<file path="config.mk">
export PLATFORM = sky130hd
export DESIGN_NAME = dfc_ctrl
export DESIGN_NICKNAME = d
export VERILOG_FILES = /design/src/core/dfc_pkg.sv /design/src/core/dfc_cmd_reg.sv /design/src/core/dfc_ctrl.sv /design/src/core/dfc_len_counter.sv
export VERILOG_INCLUDE_DIRS = /design/src /design/src/core
export SDC_FILE = /design/constraint.sdc
export NUM_CORES = 1
export LEC_CHECK = 0
export ABC_AREA = 0
export BUFFER_PORTS_ARGS = -buffer_cell sky130_fd_sc_hd__buf_2
export CAP_MARGIN = 5
export CORE_ASPECT_RATIO = 1.2
export CORE_UTILIZATION = 50
export DETAILED_ROUTE_END_ITERATION = 16
export PLACE_DENSITY = 0.76
export RECOVER_POWER = 50
export SETUP_SLACK_MARGIN = 0.05
export SLEW_MARGIN = 20
export SYNTH_ARGS = -nofsm -noshare
export SYNTH_HDL_FRONTEND = slang
export SYNTH_SLANG_ARGS = --single-unit
export TNS_END_PERCENT = 20
</file>
<file path="constraint.sdc">
create_clock -name core_clk -period 2.47 [get_ports core_clk]
set_input_delay 0.3705 -clock core_clk [delete_from_list [all_inputs] [get_ports core_clk]]
set_output_delay 0.3705 -clock core_clk [all_outputs]
set_load 0.01 [all_outputs]
</file>
<file path="src/core/dfc_defs.svh">
`ifndef DFC_DEFS_SVH
`define DFC_DEFS_SVH

// ----------------------------------------------------------------
// command word field positions
// ----------------------------------------------------------------
`define DFC_UNIT_LSB 0
`define DFC_UNIT_MSB 2
`define DFC_FUNC_LSB 3
`define DFC_FUNC_MSB 5
`define DFC_DED_BIT 6
`define DFC_ATD_BIT 7
`define DFC_GO_BIT 8
`define DFC_CMD_W 9
`define DFC_CMD_RESET 9'h000

// ----------------------------------------------------------------
// counters and sizes
// ----------------------------------------------------------------
`define DFC_WC_W 18
`define DFC_SECTOR_WORDS 256
`define DFC_HDR_WORDS 2

// ----------------------------------------------------------------
// timing
// ----------------------------------------------------------------
`define DFC_CLK_NS 20
`define DFC_INIT_BUSY_NS 4000
`define DFC_INIT_BUSY_CYC ((`DFC_INIT_BUSY_NS) / (`DFC_CLK_NS))
`define DFC_SEEK_TMO_MS 100
`define DFC_SEEK_TMO_CYC \
  ((`DFC_SEEK_TMO_MS) * 1000000 / (`DFC_CLK_NS))

`endif

</file>
<file path="src/core/dfc_pkg.sv">
package dfc_pkg;

  typedef enum logic [2:0] {
    DFC_IDLE,
    DFC_READ,
    DFC_WRITE,
    DFC_RECAL,
    DFC_SEEK,
    DFC_READ_ALL,
    DFC_WRITE_ALL,
    DFC_WRITE_CHECK
  } dfc_func_t;

  typedef enum {
    DFC_ST_IDLE,
    DFC_ST_INIT_HOLD,
    DFC_ST_XFER,
    DFC_ST_TAIL,
    DFC_ST_PARITY
  } dfc_state_t;

endpackage

</file>
<file path="src/core/dfc_cmd_reg.sv">
`timescale 1ns/1ps
`include "dfc_defs.svh"

module dfc_cmd_reg (
  // clock and reset
  input wire logic core_clk,
  input wire logic rst_n,
  // load controls
  input wire logic load_command_exact,
  input wire logic load_command_ones,
  input wire logic load_command_zeros,
  input wire logic force_idle,
  input wire logic [17:0] io_bus,
  // stored word
  output logic [`DFC_CMD_W-1:0] cmd_word
);

  logic [`DFC_CMD_W-1:0] bus_bits;

  assign bus_bits = io_bus[`DFC_CMD_W-1:0];

  // ----------------------------------------------------------------
  // exact, ones-only and zeros-only loading
  // ----------------------------------------------------------------
  always_ff @(posedge core_clk or negedge rst_n) begin
    if (!rst_n) begin
      cmd_word <= `DFC_CMD_RESET;
    end else if (force_idle) begin
      cmd_word <= `DFC_CMD_RESET;
    end else if (load_command_exact) begin
      cmd_word <= bus_bits;
    end else if (load_command_ones) begin
      cmd_word <= cmd_word | bus_bits;
    end else if (load_command_zeros) begin
      cmd_word <= cmd_word & bus_bits;
    end
  end

endmodule // dfc_cmd_reg

</file>
<file path="src/core/dfc_ctrl.sv">
`timescale 1ns/1ps
`include "dfc_defs.svh"

module dfc_ctrl #(
  parameter int SECTOR_WORDS = `DFC_SECTOR_WORDS,
  parameter int INIT_BUSY_CYC = `DFC_INIT_BUSY_CYC,
  parameter int SEEK_TMO_CYC = `DFC_SEEK_TMO_CYC
) (
  // clock and reset
  input wire logic core_clk,
  input wire logic rst_n,
  // host instructions
  input wire logic load_command_exact,
  input wire logic load_command_ones,
  input wire logic load_command_zeros,
  input wire logic continue_transfer_instr,
  input wire logic controller_clear_flags_instr,
  input wire logic clear_all_flags_instr,
  input wire logic console_reset,
  input wire logic load_length_counter_instr,
  input wire logic load_address_instr,
  input wire logic clear_length_counter,
  input wire logic [17:0] io_bus,
  // data channel
  input wire logic word_strobe,
  input wire logic [17:0] mem_word,
  input wire logic [17:0] disk_word,
  input wire logic sector_start,
  input wire logic sector_word_done,
  input wire logic parity_done,
  // drive side
  input wire logic format_switch,
  input wire logic heads_on_cylinder,
  input wire logic seek_done,
  input wire logic seek_fail,
  input wire logic recal_done,
  // outputs
  output logic busy,
  output logic xfer_active,
  output logic zero_fill,
  output logic [2:0] unit_select_field,
  output logic [2:0] function_code_field,
  output logic go,
  output logic attention_irq_disable,
  output logic done_error_irq_disable,
  output logic flag_a,
  output logic compare_mismatch_signal,
  output logic seek_incomplete_status,
  output logic selected_unit_ready,
  output logic unit_attention,
  output logic recal_to_zero,
  output logic header_xfer,
  output logic format_mode,
  output logic [17:0] current_address_counter,
  output logic [17:0] length_count
);

  initial begin
    if (INIT_BUSY_CYC < 1 || SEEK_TMO_CYC < 1 || SECTOR_WORDS < 2) begin
      $error("dfc_ctrl: bad parameter");
    end
  end

  // ----------------------------------------------------------------
  // command register
  // ----------------------------------------------------------------
  logic [`DFC_CMD_W-1:0] cmd_word;
  logic force_idle;
  logic any_load;
  dfc_pkg::dfc_func_t func;

  assign force_idle = clear_all_flags_instr | controller_clear_flags_instr
    | console_reset;
  assign any_load = load_command_exact | load_command_ones
    | load_command_zeros;

  dfc_cmd_reg u_cmd (
    .core_clk(core_clk),
    .rst_n(rst_n),
    .load_command_exact(load_command_exact),
    .load_command_ones(load_command_ones),
    .load_command_zeros(load_command_zeros),
    .force_idle(force_idle),
    .io_bus(io_bus),
    .cmd_word(cmd_word)
  );

  assign func = dfc_pkg::dfc_func_t'(
    cmd_word[`DFC_FUNC_MSB:`DFC_FUNC_LSB]);

  function automatic logic is_exec(input dfc_pkg::dfc_func_t f);
    is_exec = !(f == dfc_pkg::DFC_IDLE || f == dfc_pkg::DFC_RECAL
      || f == dfc_pkg::DFC_SEEK);
  endfunction

  function automatic logic is_read(input dfc_pkg::dfc_func_t f);
    is_read = (f == dfc_pkg::DFC_READ || f == dfc_pkg::DFC_READ_ALL);
  endfunction

  // ----------------------------------------------------------------
  // mirrored command fields
  // ----------------------------------------------------------------
  always_ff @(posedge core_clk or negedge rst_n) begin
    if (!rst_n) begin
      unit_select_field <= 3'h0;
      function_code_field <= 3'h0;
      go <= 1'b0;
      attention_irq_disable <= 1'b0;
      done_error_irq_disable <= 1'b0;
      format_mode <= 1'b0;
      header_xfer <= 1'b0;
    end else begin
      unit_select_field <= cmd_word[`DFC_UNIT_MSB:`DFC_UNIT_LSB];
      function_code_field <= cmd_word[`DFC_FUNC_MSB:`DFC_FUNC_LSB];
      go <= cmd_word[`DFC_GO_BIT];
      attention_irq_disable <= !cmd_word[`DFC_ATD_BIT];
      done_error_irq_disable <= !cmd_word[`DFC_DED_BIT];
      format_mode <= (func == dfc_pkg::DFC_WRITE_ALL) && format_switch;
      header_xfer <= (func == dfc_pkg::DFC_READ_ALL)
        || ((func == dfc_pkg::DFC_WRITE_ALL) && !format_switch);
    end
  end

  // ----------------------------------------------------------------
  // word count and current address
  // ----------------------------------------------------------------
  logic wc_overflow;
  logic word_xfer;

  assign word_xfer = word_strobe && xfer_active && !zero_fill
    && !wc_overflow;

  dfc_len_counter #(
    .WIDTH(`DFC_WC_W)
  ) u_wc (
    .core_clk(core_clk),
    .rst_n(rst_n),
    .load(load_length_counter_instr),
    .clear(clear_length_counter || force_idle),
    .incr(word_xfer),
    .load_value(io_bus),
    .count(length_count),
    .overflow(wc_overflow)
  );

  always_ff @(posedge core_clk or negedge rst_n) begin
    if (!rst_n) begin
      current_address_counter <= 18'h00000;
    end else if (load_address_instr) begin
      current_address_counter <= io_bus;
    end else if (word_xfer) begin
      current_address_counter <= current_address_counter + 18'h00001;
    end
  end

  // ----------------------------------------------------------------
  // sequencer
  // ----------------------------------------------------------------
  dfc_pkg::dfc_state_t state;
  logic start;
  logic start_req;
  logic [31:0] hold_cnt;

  always_ff @(posedge core_clk or negedge rst_n) begin
    if (!rst_n) begin
      start_req <= 1'b0;
    end else begin
      start_req <= (any_load || continue_transfer_instr) && !force_idle;
    end
  end

  assign start = start_req && !busy && !force_idle;

  always_ff @(posedge core_clk or negedge rst_n) begin
    if (!rst_n) begin
      state <= dfc_pkg::DFC_ST_IDLE;
      hold_cnt <= 32'h00000000;
      busy <= 1'b0;
      xfer_active <= 1'b0;
      zero_fill <= 1'b0;
    end else if (force_idle) begin
      state <= dfc_pkg::DFC_ST_IDLE;
      busy <= 1'b0;
      xfer_active <= 1'b0;
      zero_fill <= 1'b0;
    end else begin
      case (state)
        dfc_pkg::DFC_ST_IDLE: begin
          if (start && cmd_word[`DFC_GO_BIT]) begin
            busy <= 1'b1;
            if (is_exec(func)) begin
              state <= dfc_pkg::DFC_ST_XFER;
            end else begin
              hold_cnt <= 32'h00000000;
              state <= dfc_pkg::DFC_ST_INIT_HOLD;
            end
          end
        end
        dfc_pkg::DFC_ST_INIT_HOLD: begin
          hold_cnt <= hold_cnt + 32'h00000001;
          if (hold_cnt >= 32'(INIT_BUSY_CYC - 1)) begin
            busy <= 1'b0;
            state <= dfc_pkg::DFC_ST_IDLE;
          end
        end
        dfc_pkg::DFC_ST_XFER: begin
          if (sector_start) begin
            xfer_active <= 1'b1;
          end
          if (wc_overflow && xfer_active && sector_word_done) begin
            state <= dfc_pkg::DFC_ST_PARITY;
          end else if (wc_overflow && xfer_active) begin
            state <= dfc_pkg::DFC_ST_TAIL;
            zero_fill <= !is_read(func)
              && func != dfc_pkg::DFC_WRITE_CHECK;
          end
        end
        dfc_pkg::DFC_ST_TAIL: begin
          if (sector_word_done) begin
            state <= dfc_pkg::DFC_ST_PARITY;
            zero_fill <= 1'b0;
          end
        end
        dfc_pkg::DFC_ST_PARITY: begin
          if (parity_done) begin
            busy <= 1'b0;
            xfer_active <= 1'b0;
            state <= dfc_pkg::DFC_ST_IDLE;
          end
        end
        default: begin
          state <= dfc_pkg::DFC_ST_IDLE;
        end
      endcase
    end
  end

  // ----------------------------------------------------------------
  // flag_a and write check error
  // ----------------------------------------------------------------
  always_ff @(posedge core_clk or negedge rst_n) begin
    if (!rst_n) begin
      flag_a <= 1'b0;
    end else if (state == dfc_pkg::DFC_ST_PARITY && parity_done) begin
      flag_a <= 1'b1;
    end else if (force_idle || start) begin
      flag_a <= 1'b0;
    end
  end

  always_ff @(posedge core_clk or negedge rst_n) begin
    if (!rst_n) begin
      compare_mismatch_signal <= 1'b0;
    end else if (word_xfer && func == dfc_pkg::DFC_WRITE_CHECK
      && mem_word != disk_word) begin
      compare_mismatch_signal <= 1'b1;
    end else if (force_idle || start) begin
      compare_mismatch_signal <= 1'b0;
    end
  end

  // ----------------------------------------------------------------
  // seek and recalibrate status
  // ----------------------------------------------------------------
  logic seek_pending;
  logic recal_pending;
  logic [31:0] seek_cnt;
  logic seek_timeout;

  assign seek_timeout = seek_pending && seek_cnt >= 32'(SEEK_TMO_CYC - 1);

  always_ff @(posedge core_clk or negedge rst_n) begin
    if (!rst_n) begin
      seek_pending <= 1'b0;
      recal_pending <= 1'b0;
      seek_cnt <= 32'h00000000;
      unit_attention <= 1'b0;
      seek_incomplete_status <= 1'b0;
      selected_unit_ready <= 1'b0;
      recal_to_zero <= 1'b0;
    end else if (force_idle) begin
      seek_pending <= 1'b0;
      recal_pending <= 1'b0;
      recal_to_zero <= 1'b0;
    end else if (state == dfc_pkg::DFC_ST_IDLE && start
      && cmd_word[`DFC_GO_BIT] && func == dfc_pkg::DFC_SEEK) begin
      if (!heads_on_cylinder) begin
        unit_attention <= 1'b0;
        seek_pending <= 1'b1;
        seek_cnt <= 32'h00000000;
        selected_unit_ready <= 1'b0;
      end
    end else if (state == dfc_pkg::DFC_ST_IDLE && start
      && cmd_word[`DFC_GO_BIT] && func == dfc_pkg::DFC_RECAL) begin
      recal_pending <= 1'b1;
      recal_to_zero <= 1'b1;
      selected_unit_ready <= 1'b0;
    end else if (recal_pending && recal_done) begin
      recal_pending <= 1'b0;
      recal_to_zero <= 1'b0;
      unit_attention <= 1'b1;
      selected_unit_ready <= 1'b1;
      seek_incomplete_status <= 1'b0;
    end else if (seek_pending) begin
      seek_cnt <= seek_cnt + 32'h00000001;
      if (seek_fail || seek_timeout) begin
        seek_pending <= 1'b0;
        unit_attention <= 1'b1;
        seek_incomplete_status <= 1'b1;
      end else if (seek_done) begin
        seek_pending <= 1'b0;
        unit_attention <= 1'b1;
        selected_unit_ready <= 1'b1;
      end
    end
  end

endmodule // dfc_ctrl

</file>
<file path="src/core/dfc_len_counter.sv">
`timescale 1ns/1ps
`include "dfc_defs.svh"

module dfc_len_counter #(
  parameter int WIDTH = `DFC_WC_W
) (
  // clock and reset
  input wire logic core_clk,
  input wire logic rst_n,
  // controls
  input wire logic load,
  input wire logic clear,
  input wire logic incr,
  input wire logic [WIDTH-1:0] load_value,
  // state
  output logic [WIDTH-1:0] count,
  output logic overflow
);

  initial begin
    if (WIDTH < 2) begin
      $error("dfc_len_counter: WIDTH too small");
    end
  end

  // ----------------------------------------------------------------
  // two's complement up counter
  // ----------------------------------------------------------------
  always_ff @(posedge core_clk or negedge rst_n) begin
    if (!rst_n) begin
      count <= '0;
      overflow <= 1'b0;
    end else if (clear) begin
      count <= '0;
      overflow <= 1'b0;
    end else if (load) begin
      count <= load_value;
      overflow <= 1'b0;
    end else if (incr && !overflow) begin
      count <= count + 1'b1;
      overflow <= &count;
    end
  end

endmodule // dfc_len_counter

</file>
### After elaboration in Yosys (flattened, before gate mapping)

Index checks and enable logic that the tools add are counted.

* register bits after elaboration: 164
* bits in latches: 0
* RAM bits: 0
* memory bits (read-only): 0
* memories kept: 0

* add/sub/neg operators: 4
* multiply operators: 0
* divide/modulo/power cells: 0
* order comparisons: 2
* equal/unequal tests: 31
* shift operators: 0
* multiplexer cells: 72
* bitwise operators: 9
* reductions and logical operators: 70

Operators with widths (number)
* $mux 32: 14
* $pmux 32 s5: 1
* $mux 18: 5
* $add 32x1->32 const B: 2
* $eq 32x2->1 const B: 2
* $logic_not 32->1: 2
* $pmux 32 s2: 1
* $mux 1: 43
* $add 18x1->18 const B: 2
* $mux 9: 4
* $ne 3x3->1 const B: 11
* $eq 32x1->1 const B: 1
* $eq 32x3->1 const B: 1
* $eq 32x4->1 const B: 1
* $ge 32x23->1 const B: 1
* $ge 32x8->1 const B: 1
* $reduce_and 5->1: 5
* $logic_and 1x1->1: 22
* $reduce_bool 4->1: 5
* $ne 18x18->1: 1
* $reduce_and 18->1: 1
* $reduce_bool 3->1: 5
* $reduce_bool 2->1: 7
* $eq 3x3->1 const B: 4
* 17 further kinds: 46

### Logic depth before layout (Yosys ltp)

* depth after elaboration: 10
* depth in mapped cells: 9
* gate-level depth less buffers: 6

### By module

From an unflattened synthesis, not the netlist that was laid out.

* cell total of the unflattened synthesis: 853
* area total of the unflattened synthesis: 7709.9 um^2

By module, submodules not included
* dfc_ctrl: times used 1, cells each 680, area an instance 6120.9 um^2
* dfc_len_counter: times used 1, cells each 130, area an instance 1161.1 um^2
* dfc_cmd_reg: times used 1, cells each 43, area an instance 427.9 um^2

### Least setup slack after synthesis

Ideal clock, no wire load.

* path type: register to register
* start point: register u_cmd.cmd_word[3]
* end point: register seek_cnt[23]
* arrival time: 2222 ps
* required time: 2392 ps
* setup slack: 170 ps
* cell stages (with the launch flop): 8
* path buffers: 2
* clock period less this slack: 2300 ps
* cells stage by stage: dfrtp_1 buf_2 nor3b_1 a32oi_1 or4_1 buf_2 or4_1 a21oi_1

* cells in the longest elaborated chain, start to end: 4
* elaborated cells on any way between the ends: 10
* classes of those cells: eq/ne: 5; mux: 1; reduce/logical: 4

Ends and longest elaborated chain
* from (decl): line dfc_cmd_reg.sv:15 `` output logic [`DFC_CMD_W-1:0] cmd_word ``
* from (signal assigned): line dfc_cmd_reg.sv:27 `` cmd_word <= `DFC_CMD_RESET; ``
* from (signal assigned): line dfc_cmd_reg.sv:29 `` cmd_word <= `DFC_CMD_RESET; ``
* from (signal assigned): line dfc_cmd_reg.sv:31 `cmd_word <= bus_bits;`
* $eq 3x3->1 or $eq 3x2->1 (tied branches): line dfc_ctrl.sv:286, dfc_ctrl.sv:294
* $logic_and 1x1->1 (on tied branches): line dfc_ctrl.sv:285, dfc_ctrl.sv:293
* $ne 2x2->1 (no source line) or $reduce_bool 2->1 (tied branches)
* $reduce_and 5->1 (no source line)
* to (signal assigned): line dfc_ctrl.sv:305 `seek_cnt <= seek_cnt + 32'h00000001;`
* to (decl): line dfc_ctrl.sv:267 `logic [31:0] seek_cnt;`

Several ways; a longest one is shown, not always the timed one.
A chain may end at the register's enable or synchronous reset.

### Worst setup path in the final report

* start point: register state[0]
* end point: register seek_cnt[31]

* cells in the longest elaborated chain, start to end: 6
* elaborated cells on any way between the ends: 11
* classes of those cells: eq/ne: 3; mux: 1; reduce/logical: 7

Ends and longest elaborated chain
* from (decl): line dfc_ctrl.sv:159 `dfc_pkg::dfc_state_t state;`
* from (signal assigned): line dfc_ctrl.sv:176 `state <= dfc_pkg::DFC_ST_IDLE;`
* from (signal assigned): line dfc_ctrl.sv:182 `state <= dfc_pkg::DFC_ST_IDLE;`
* from (signal assigned): line dfc_ctrl.sv:192 `state <= dfc_pkg::DFC_ST_XFER;`
* $logic_not 32->1 (*): line dfc_ctrl.sv:285, dfc_ctrl.sv:293
* $logic_and 1x1->1 (*) (2 in a row): line dfc_ctrl.sv:285, dfc_ctrl.sv:293
* $logic_and 1x1->1 (on tied branches): line dfc_ctrl.sv:285, dfc_ctrl.sv:293
* $ne 2x2->1 (no source line) or $reduce_bool 2->1 (tied branches)
* $reduce_and 5->1 (no source line)

Mark *: on every way between the ends. The rest lies on a longest branch, timed or not.

==> impl_results.md <==
* Clock Latency Late Sink at between 400 and 500 ps
* Worst hold path class: in -> reg
* Port bufs at 130
* CTS tree: built
* First-pass GRT wire length at approximately 33 mm
* Reg-to-reg endpoint: seek_cnt[31]
* Slack of the worst reg-to-reg path at roughly 140 ps
* Per-cell routed wire length at 16.6 um
* Clock-pin slew on the worst setup and hold paths at roughly 60 ps
* First DRT Iteration DRCs at about 420
* Final core occ at 0.633
* Setup violators final at 0
* Cell taking the most area after synthesis: dfrtp_1
* Placed inst area at between 8000 and 9000 um^2
* Area share of the leading cell type in the synthesized netlist at 0.449
* Synthesis Warnings at 0
* Layout filler cell count at approximately 1300
* Core region area at 14500 um^2
* Hold path start: io_bus[10]
* Gp weighted congestion at just over 0.8
* Clock tree buffer depth at 2
* R2r worst-path depth at 6
* Critical path type: reg -> reg
* Post-Synthesis Cell Area at approximately 7500 um^2
* Die ar. at ~16000 um^2
* Num rows at 48
* Type of origin of the critical path: flip-flop
* Inserted Diodes at 0
* Starting Density at 0.518
* TNS Setup at 0 ps
* Mapped Nets at approximately 920
* Least-Margin Pin Slew at 1430 ps
* Share of cells above drive strength 1 at 0.201
* # IOs at approximately 130
* Pleak at approximately 0.0039 uW
* Top-count cell post-synth: dfrtp_1
* Synth area leaders: dfrtp_1 (45%), a21oi_1 (4.7%), o21ai_0 (3.9%), xor2_1 (3.6%), nand2_1 (3.6%)
* Via density at about 5.9
* Crit share post-route at 0.944
* Number of enable flip-flop cells after synthesis at 0
* Total track usage at 0.270
* Hold Worst Slack at between 150 and 200 ps
* Final hold vios at 0
* WHS Endpoint: current_address_counter[10]
* Post-synthesis cell count at around 840
* Pwr dens at a little under 600 nW/um^2
* Synth Register Bits at approximately 140
* Final instance area at 9200 um^2
* Clock skew at approximately 9.5 ps
* ANT nets after route at 0
* GRT overflow at 0
* CTS Buf Count at 17
* Netlist cell types at between 60 and 70
* Crit path DAT at ~2700 ps
* Mean post-synth cell area at approximately 8.9 um^2
* Via Count at between 7000 and 8000
* 1st-pass router iterations at 5
* Residual DRC at 0
* Post-synth top flop: dfrtp_1
* Final Max Tran Viols at 0
* Commonest cells in the netlist: dfrtp_1 (135), nand2_1 (72), a21oi_1 (71)
* HPWL Detailed at ~14 mm
* CTS sink count at ~140
* Tot Pwr at around 5400 uW
* Largest net degree at the start of global routing at 57
* Fmax at ~430 MHz
* Post-layout min period at roughly 2300 ps
* Worst-path fanout max at 18
* Worst Setup End Kind: flip-flop
* RSZ-0062 raised after global routing: yes
* Die width at between 100 and 150 um
* Total wire length at ~20 mm
* Worst vdd ir at 465 uV
* NumNets Final at 1065
* Ys async rst share at 1.00
* H-tree depth at 4
* Worst EP required at about 2800 ps
* Worst reg2reg startpoint: state[0]
* Slew headroom at 0.0455
* Seq/Total Area, Yosys at 0.449
* Hold Path Depth at 3
* Chip height at about 140 um
* Max-cap viol count at 0
* P&R area growth vs syn at 22.2%
* Vias in the first global route at a little under 7000
* CTS Root Cell: clkbuf_16
* Initial antenna violation count at 0
* Run status: finished, final reports clean
## layer usage
| layer | track usage | vias to the layer above | share of wire |
|---|---|---|---|
| li1 | - | 3424 | - |
| met1 | 0.344 | 3381 | 0.42 |
| met2 | 0.456 | 215 | 0.51 |
| met3 | 0.0687 | 20 | 0.059 |
| met4 | 0.0729 | 0 | 0.012 |
| met5 | 0 | - | 0 |
## worst max-delay path: stages (launching register included)
cell and delay [ps]:
dfrtp_1 380, and4bb_2 370, a32oi_1 170, or4_1 520, buf_4 200, or4_1 470
a21oi_1 150
## through the flow
stage,cells,setup slack [ps]
2_1_floorplan,842,170
3_3_place_gp,1166,114
3_5_place_dp,1166,53.0
4_1_cts,1199,119
5_1_grt,1199,39.7
6_report,1199,138
## area by class of cell
cell class              instances  area (um^2)  area share
clock buffers                  21          450      0.0489
clock inverters                11          174      0.0189
inverters                      18         67.6     0.00734
multi-input cells             645         3920       0.426
flip-flops and latches        135         3380       0.367
well taps                     200          250      0.0272
repair buffers                169          965       0.105
## worst max path at each step
| stage | startpoint | end | slack, ps |
|---|---|---|---|
| global placement | controller_clear_flags_instr | hold_cnt[16] | 110 |
| floorplan | u_cmd.cmd_word[3] | seek_cnt[23] | 170 |
| finish | state[0] | seek_cnt[31] | 140 |
| global route | seek_cnt[0] | seek_cnt[18] | 40 |
| CTS | u_cmd.cmd_word[3] | seek_cnt[31] | 120 |
| detailed placement | controller_clear_flags_instr | hold_cnt[16] | 50 |
## flip-flops by register name (all words and copies together), names as in the netlist, 3 cells and up
register / flops
seek_cnt: 32
hold_cnt: 32
unit_select_field: 3
u_cmd.cmd_word: 9
state: 3
function_code_field: 3
u_wc.count: 18
current_address_counter: 18
## power breakdown
part,total (uW),leakage (uW),internal [uW],switching (uW)
registers,2310,0.00183,2260,49.4
logic,411,0.00180,168,243
clock network,2690,0.000293,1720,969
## cells in the final DEF (no fill, tap or decap), types with 22 or more instances in the layout
master	Yosys	layout
buf_4	0	31
xor2_1	31	31
nor4_1	22	22
nand4_1	31	31
o31ai_1	31	31
a21oi_1	71	71
nand3_1	38	38
o21ai_0	58	58
xnor2_1	29	29
or4_1	31	31
nand2_1	72	72
dfrtp_1	135	135
nor2_1	59	59
buf_2	2	124
## what timing repair did
item	in CTS	in global routing
endpoints found under the hold margin	53	0
hold buffers	1	0
setup endpoints to repair	0	19
gates resized for setup	0	3
setup buffers	0	0
## kinds of logic after synthesis
family / share of synthesized area
mux: 0.00698
fa+ha+maj: 0.00665
buf+inv: 0.0342
flops: 0.449
xor+xnor: 0.0698
simple gates: 0.256
compound gates: 0.178
Power figures use the tool's default switching activity.
